### src/hw/dcud_cfg.svh
// Constants of the channel update command decoder: codes, field positions,
// widths and reset values. Included by the package and the design modules.
//
// Overview of operation
// - Command 0001 with channel code 0 to 7 copies that channel's input register into its DAC register, data ignored.
// - Channel codes 0 to 7 select the eight channels in binary order.
// - Command 0001 with channel code 1111 copies all eight input registers into their DAC registers.
// - Any other channel code with its top bit set is invalid and changes nothing.
// - Command 0011 with channel code 0 to 7 loads that input register and updates only that channel's DAC register.
// - The 12-bit value is the upper data byte followed by the upper nibble of the lower data byte.
// - Command 0011 with code 1111 loads all eight input registers and updates all eight DAC registers.
// - Command 0010 loads the addressed input register and then updates every DAC register.
// - Command 0000 with channel code 0 to 7 loads only that input register, with code 1111 all eight, and leaves the DAC registers alone.
`ifndef DCUD_CFG_SVH
`define DCUD_CFG_SVH

`define DCUD_NUM_CH 8
`define DCUD_DATA_W 12
`define DCUD_RST_VAL 12'h000

`define DCUD_CMD_WRITE 4'h0
`define DCUD_CMD_SEL_UPD 4'h1
`define DCUD_CMD_WR_UPD_ALL 4'h2
`define DCUD_CMD_WR_UPD_ONE 4'h3

`define DCUD_CH_ALL 4'hf
`define DCUD_CH_TOP_BIT 3
`define DCUD_CH_IDX_HI 2
`define DCUD_BYTE_RST 8'h00

`define DCUD_CMD_HI 7
`define DCUD_CMD_LO 4
`define DCUD_CH_HI 3
`define DCUD_CH_LO 0
`define DCUD_NIB_HI 7
`define DCUD_NIB_LO 4

`define DCUD_ST_IDLE 2'b00
`define DCUD_ST_CMD 2'b01
`define DCUD_ST_MSB 2'b11
`define DCUD_ST_DONE 2'b10

`endif

### src/hw/dcud_pkg.sv
// Types shared by the command decoder and its channel register module.
// Assumes dcud_cfg.svh is on the include path.
`include "dcud_cfg.svh"

package dcud_pkg;

   typedef logic [`DCUD_DATA_W-1:0] dcud_code_t;
   typedef logic [`DCUD_NUM_CH*`DCUD_DATA_W-1:0] dcud_bank_t;
   typedef logic [`DCUD_NUM_CH-1:0] dcud_chmask_t;

   // Gray order along idle, command byte, upper byte, finished.
   typedef enum logic [1:0] {
      DCUD_IDLE = `DCUD_ST_IDLE,
      DCUD_CMD = `DCUD_ST_CMD,
      DCUD_MSB = `DCUD_ST_MSB,
      DCUD_DONE = `DCUD_ST_DONE
   } dcud_state_t;

endpackage

### src/hw/dcud_chan_if.sv
// Carrier between the decoder and one channel's register pair.
// Assumes the package has been compiled first.
`timescale 1ns/1ps
`default_nettype none

interface dcud_chan_if;
   import dcud_pkg::*;

   logic loadIn;
   logic update;
   dcud_code_t data;
   dcud_code_t inputVal;
   dcud_code_t dacVal;

   modport ctrl (output loadIn, output update, output data, input inputVal, input dacVal);
   modport chan (input loadIn, input update, input data, output inputVal, output dacVal);
endinterface

`default_nettype wire

### src/hw/dcud_channel.sv
// One converter channel: its input register and its DAC register.
// Assumes the decoder raises loadIn and update for one clock per command.
`timescale 1ns/1ps
`default_nettype none
`include "dcud_cfg.svh"

module dcud_channel (
   input wire logic clk,
   input wire logic nrst,
   dcud_chan_if.chan ch
);
   import dcud_pkg::*;

   always_ff @(posedge clk or negedge nrst) begin
      if (!nrst) begin
         ch.inputVal <= `DCUD_RST_VAL;
      end else if (ch.loadIn) begin
         ch.inputVal <= ch.data;
      end
   end

   // A load and an update in the same cycle pass the new value straight
   // through, so the channel never shows the stale input for one clock.
   always_ff @(posedge clk or negedge nrst) begin
      if (!nrst) begin
         ch.dacVal <= `DCUD_RST_VAL;
      end else if (ch.update) begin
         ch.dacVal <= ch.loadIn ? ch.data : ch.inputVal;
      end
   end

endmodule // dcud_channel

`default_nettype wire

### src/hw/dcud_decoder.sv
// Top of the channel update command decoder: takes the command byte and the
// two data bytes of a serial write and drives the eight channel registers.
// Assumes the bus framing logic delivers each acknowledged byte of a write
// as a one-clock strobe, marks the start of the write after the address byte
// and marks its end by a stop or repeated start.
`timescale 1ns/1ps
`default_nettype none
`include "dcud_cfg.svh"

module dcud_decoder (
   input wire logic clk,
   input wire logic nrst,
   input wire logic frameStart,
   input wire logic frameEnd,
   input wire logic byteValid,
   input wire logic [7:0] byteData,
   output logic cmdDone,
   output logic cmdRejected,
   output dcud_pkg::dcud_bank_t inputRegs,
   output dcud_pkg::dcud_bank_t dacRegs
);
   import dcud_pkg::*;

   // ****************************************************************
   // Byte sequencing
   // ****************************************************************
   dcud_state_t state_reg;
   dcud_state_t state_next;
   logic [7:0] cmdByte_reg;
   logic [7:0] upperByte_reg;
   logic execute;

   always_comb begin
      state_next = state_reg;
      case (state_reg)
         DCUD_IDLE: begin
            if (byteValid) begin
               state_next = DCUD_CMD;
            end
         end
         DCUD_CMD: begin
            if (byteValid) begin
               state_next = DCUD_MSB;
            end
         end
         DCUD_MSB: begin
            if (byteValid) begin
               state_next = DCUD_DONE;
            end
         end
         default: begin
            state_next = DCUD_DONE;
         end
      endcase
      // A frame boundary drops whatever part of a command was collected.
      if (frameStart || frameEnd) begin
         state_next = DCUD_IDLE;
      end
   end

   always_ff @(posedge clk or negedge nrst) begin
      if (!nrst) begin
         state_reg <= DCUD_IDLE;
      end else begin
         state_reg <= state_next;
      end
   end

   always_ff @(posedge clk or negedge nrst) begin
      if (!nrst) begin
         cmdByte_reg <= `DCUD_BYTE_RST;
      end else if (byteValid && state_reg == DCUD_IDLE) begin
         cmdByte_reg <= byteData;
      end
   end

   always_ff @(posedge clk or negedge nrst) begin
      if (!nrst) begin
         upperByte_reg <= `DCUD_BYTE_RST;
      end else if (byteValid && state_reg == DCUD_CMD) begin
         upperByte_reg <= byteData;
      end
   end

   // Acting only on the third acknowledged byte keeps a truncated write harmless.
   assign execute = byteValid && state_reg == DCUD_MSB && !frameStart && !frameEnd;

   // ****************************************************************
   // Command decode
   // ****************************************************************
   logic [3:0] cmdCode;
   logic [3:0] chCode;
   logic chBroadcast;
   logic chValid;
   logic knownCmd;
   dcud_code_t newValue;
   dcud_chmask_t chSel;
   dcud_chmask_t loadMask;
   dcud_chmask_t updMask;

   assign cmdCode = cmdByte_reg[`DCUD_CMD_HI:`DCUD_CMD_LO];
   assign chCode = cmdByte_reg[`DCUD_CH_HI:`DCUD_CH_LO];
   assign chBroadcast = chCode == `DCUD_CH_ALL;
   assign chValid = !chCode[`DCUD_CH_TOP_BIT] || chBroadcast;
   assign newValue = {upperByte_reg, byteData[`DCUD_NIB_HI:`DCUD_NIB_LO]};
   assign knownCmd = cmdCode == `DCUD_CMD_WRITE || cmdCode == `DCUD_CMD_SEL_UPD
      || cmdCode == `DCUD_CMD_WR_UPD_ALL || cmdCode == `DCUD_CMD_WR_UPD_ONE;

   always_comb begin
      chSel = '0;
      if (chBroadcast) begin
         chSel = '1;
      end else if (!chCode[`DCUD_CH_TOP_BIT]) begin
         chSel[chCode[`DCUD_CH_IDX_HI:`DCUD_CH_LO]] = 1'b1;
      end
   end

   always_comb begin
      loadMask = '0;
      updMask = '0;
      if (execute && chValid) begin
         case (cmdCode)
            `DCUD_CMD_WRITE: begin
               loadMask = chSel;
            end
            `DCUD_CMD_SEL_UPD: begin
               updMask = chSel;
            end
            `DCUD_CMD_WR_UPD_ALL: begin
               loadMask = chSel;
               updMask = '1;
            end
            `DCUD_CMD_WR_UPD_ONE: begin
               loadMask = chSel;
               updMask = chSel;
            end
            default: begin
               loadMask = '0;
               updMask = '0;
            end
         endcase
      end
   end

   // ****************************************************************
   // Channel registers
   // ****************************************************************
   genvar gi;
   generate
      for (gi = 0; gi < `DCUD_NUM_CH; gi++) begin : g_ch
         dcud_chan_if chIf ();
         assign chIf.loadIn = loadMask[gi];
         assign chIf.update = updMask[gi];
         assign chIf.data = newValue;
         assign inputRegs[gi*`DCUD_DATA_W +: `DCUD_DATA_W] = chIf.inputVal;
         assign dacRegs[gi*`DCUD_DATA_W +: `DCUD_DATA_W] = chIf.dacVal;
         dcud_channel u_channel (
            .clk(clk),
            .nrst(nrst),
            .ch(chIf.chan)
         );
      end
   endgenerate

   // ****************************************************************
   // Status strobes
   // ****************************************************************
   always_ff @(posedge clk or negedge nrst) begin
      if (!nrst) begin
         cmdDone <= 1'b0;
      end else begin
         cmdDone <= execute && chValid && knownCmd;
      end
   end

   // Invalid channel codes and commands outside this decoder are reported, not acted on.
   always_ff @(posedge clk or negedge nrst) begin
      if (!nrst) begin
         cmdRejected <= 1'b0;
      end else begin
         cmdRejected <= execute && !(chValid && knownCmd);
      end
   end

endmodule // dcud_decoder

`default_nettype wire

### config.mk
export PLATFORM = sky130hd
export DESIGN_NAME = dcud_decoder
export DESIGN_NICKNAME = d
export VERILOG_FILES = /design/src/hw/dcud_pkg.sv /design/src/hw/dcud_chan_if.sv /design/src/hw/dcud_channel.sv /design/src/hw/dcud_decoder.sv
export VERILOG_INCLUDE_DIRS = /design/src /design/src/hw
export SDC_FILE = /design/constraint.sdc
export NUM_CORES = 1
export LEC_CHECK = 0
export BUFFER_PORTS_ARGS = -buffer_cell sky130_fd_sc_hd__buf_2
export CELL_PAD_IN_SITES_DETAIL_PLACEMENT = 1
export CELL_PAD_IN_SITES_GLOBAL_PLACEMENT = 1
export CORE_ASPECT_RATIO = 1.5
export CORE_UTILIZATION = 47
export CTS_BUF_LIST = sky130_fd_sc_hd__clkbuf_16
export DETAILED_ROUTE_END_ITERATION = 16
export PLACE_DENSITY = 0.84
export SKIP_LAST_GASP = 1
export SLEW_MARGIN = 20
export SYNTH_ARGS = -nofsm -noshare
export SYNTH_HDL_FRONTEND = slang
export SYNTH_SLANG_ARGS = --single-unit
### constraint.sdc
create_clock -name clk -period 3.45 [get_ports clk]
set_input_delay 0.1725 -clock clk [delete_from_list [all_inputs] [get_ports clk]]
set_output_delay 0.1725 -clock clk [all_outputs]
set_load 0.05 [all_outputs]
==> flow_summary.ini <==
[min_path]
hold_path_depth = 3
hold_class = in -> reg
min_from = byteData[4]
hold_end = cmdByte_reg[4]

[critical_path]
worst-path-buf-inv = 0
reg2reg_depth = 4
path_cells = or4_1, a21o_1, mux2_4, mux2_2
worstSetupPathType = reg -> reg
slowest_delay_ns = 0.61
crit_family = multiplexers
cpMaxStageDelayCell = or4_1
r2r-start = cmdByte_reg[0]
end_kind = flop
cp-start-kind = flop
r2r-end = g_ch[0].u_channel.ch.dacVal[3]
arrival_ns = 2.73
critical_path_required_ns = 3.83
reg2reg_slack_ns = 1.10
cp.depth = 4
crit_fanout = 13

[drt]
wl_per_cell_um = 24.07
met2_length_um = 12360
highest_layer = met4
drt-total-wl_um = 23160
wl_met1_um = 8289
firstDrtPassIters = 4
vias_per_cell = 5.490
num_vias = 5281
drt_iter0_drc = 162
route.met3.wl_um = 1095
ant_nets = 0
drc = 0

[synthesis]
synth_cell_types = 35
async_flop_share_pct = 100.0
ys_ff_latch = 212
synth_edf_count = 0
synth_seq_area_share_pct = 64.67
ys.flop_type = dfrtp_1
ys_top_cells_by_area = dfrtp_1 (65%), mux2_2 (27%), mux2_4 (1.8%)
synth_top_area_share_pct = 64.67
netlist_area_mm2 = 0.008203
yosysWarningCount = 0
synthTopCellsByCount = dfrtp_1 (212), mux2_2 (197), buf_2 (17), mux2_4 (10), nor2_1 (10)
syn_area_per_cell_um2 = 16.12
synth_top_area_cell = dfrtp_1
synthCells = 509
syn-num-nets = 522
yosysMostFrequentCell = dfrtp_1

[placement]
hpwl_um = 16020
routabilityCongestion = 0.8511
dp.cells = 916
io_buffer_count = 206

[power_and_ir_drop]
cellLeakagePower_nw = 5.766
fin_total_pwr_mw = 4.952
worst_ir_drop_vdd_mv = 0.4925
pwr_density_cell_mw_per_mm2 = 484.2

[run]
maxCapViolCount = 0

[clocking]
numCtsBuffers = 21
cts_tree = built
cts.sinks = 212
cts_root_buf = clkbuf_16
clock_path_buffers = 3
path_clk_slew_ns = 0.06
clk_latency_ns = 0.49
h-tree-depth = 1
post_cts_resized = 0
post-cts-setup-buffers = 0
cts_hold_buf = 9

[global_route]
grt-ovfl-total = 0
grt_max_degree = 98
antenna_found_initial = 0
grt_pass1_vias = 5972
grt_use_total_pct = 26.98
grt_pass1_wl_um = 35750

[final_layout]
area_growth_pct = 24.66
top_regs = g_ch.u_channel.ch.dacVal: 96 flops, g_ch.u_channel.ch.inputVal: 96 flops
final_cells = 962
multiInputGateArea_mm2 = 0.002785
utilization_pct = 60.48
num-fill-cells = 1656
layout.nets = 751
layout.area.seq_mm2 = 0.005305
drive_gt1_share_pct = 60.90
antenna_cells = 0

[floorplanning]
die_y_um = 163.8
die_w_um = 109.9
dieArea_mm2 = 0.01800
core_area_mm2 = 0.01691
num_rows = 58
initial_utilization_pct = 48.51
ioPinCount = 207

[sta]
setup_viol = 0
hold_ws_ns = 0.1104
slew_headroom_pct = 47.75
skew_ns = 0.008604
final_hold_viol_count = 0
rsz0062_at_grt = false
worst_pin_slew_ns = 0.7838
final_max_slew_viol_count = 0
fin_crit_sh_pct = 68.25
period_minus_slack_ns = 2.355
tns_ns = 0
fmax_mhz = 424.7

[run_status]
status = completed
cell families after synthesis:
| logic type | Yosys count | share of synthesized area (%) |
|---|---|---|
| xor+xnor | 3 | 0.3204 |
| simple gates | 42 | 2.837 |
| buf+inv | 25 | 1.586 |
| mux | 207 | 28.87 |
| compound gates | 20 | 1.708 |
| flops | 212 | 64.67 |
power breakdown:
part	switching, mW	internal (mW)	total (mW)	leakage [nW]
clock network	0.926	1.17	2.10	0.320
registers	0.154	2.52	2.67	2.93
logic	0.114	0.0658	0.180	2.52
placed cells by master (no fill, tap or decap), types with 2 or more instances in the layout:
| master | instances |
|---|---|
| nor3_1 | 4 |
| o21ai_0 | 4 |
| dlygate4sd3_1 | 9 |
| mux2_2 | 197 |
| nor2_1 | 10 |
| dfrtp_1 | 212 |
| nand2_1 | 6 |
| a21oi_1 | 7 |
| o21a_1 | 2 |
| nand3_1 | 4 |
| buf_2 | 205 |
| xnor2_1 | 2 |
| clkbuf_16 | 21 |
| inv_1 | 6 |
| and3_1 | 5 |
| nand4_1 | 3 |
| clkinv_1 | 8 |
| buf_4 | 14 |
| clkinv_2 | 2 |
| mux2_4 | 10 |
area by class of cell:
cell class / count / share of cell area [%]
multi-input cells: 272 / 27.24
repair buffers: 230 / 12.27
well taps: 210 / 2.569
clock buffers: 21 / 5.139
flip-flops and latches: 212 / 51.88
inverters: 1 / 0.03671
clock inverters: 16 / 0.8687
layer usage:
metal / up-vias / global-route usage, %
li1: 2268 / -
met1: 2748 / 31.70
met2: 187 / 46.42
met3: 78 / 4.246
met4: 0 / 15.09
met5: - / 0
worst max path at each step:
stage / endpoint / slack, ns / startpoint
after global placement: g_ch[0].u_channel.ch.dacVal[6] / 1.20 / cmdByte_reg[0]
after CTS: g_ch[5].u_channel.ch.dacVal[2] / 1.04 / cmdByte_reg[4]
after detailed placement: g_ch[5].u_channel.ch.dacVal[10] / 1.08 / cmdByte_reg[7]
final: g_ch[0].u_channel.ch.dacVal[3] / 1.10 / cmdByte_reg[0]
after floorplan: g_ch[5].u_channel.ch.dacVal[10] / 1.45 / state_reg[0]
after global routing: g_ch[0].u_channel.ch.dacVal[6] / 1.00 / cmdByte_reg[0]
worst register-to-register path, delay by kind of cell, from the launching register on:
kind             cells  cell delay, ns
multiplexers         2            0.67
AND/OR/NAND/NOR      1            0.62
flip-flops           1            0.52
AO/OA/AOI/OAI        1            0.44
metrics by stage:
stage	cell area, um^2	setup WS [ns]
after global placement	9509	1.195
after detailed placement	9509	1.081
final	10230	1.095
after global routing	10230	1.000
after CTS	10210	1.044
after floorplan	8203	1.451
No activity file was read; power rests on OpenSTA's default activity.
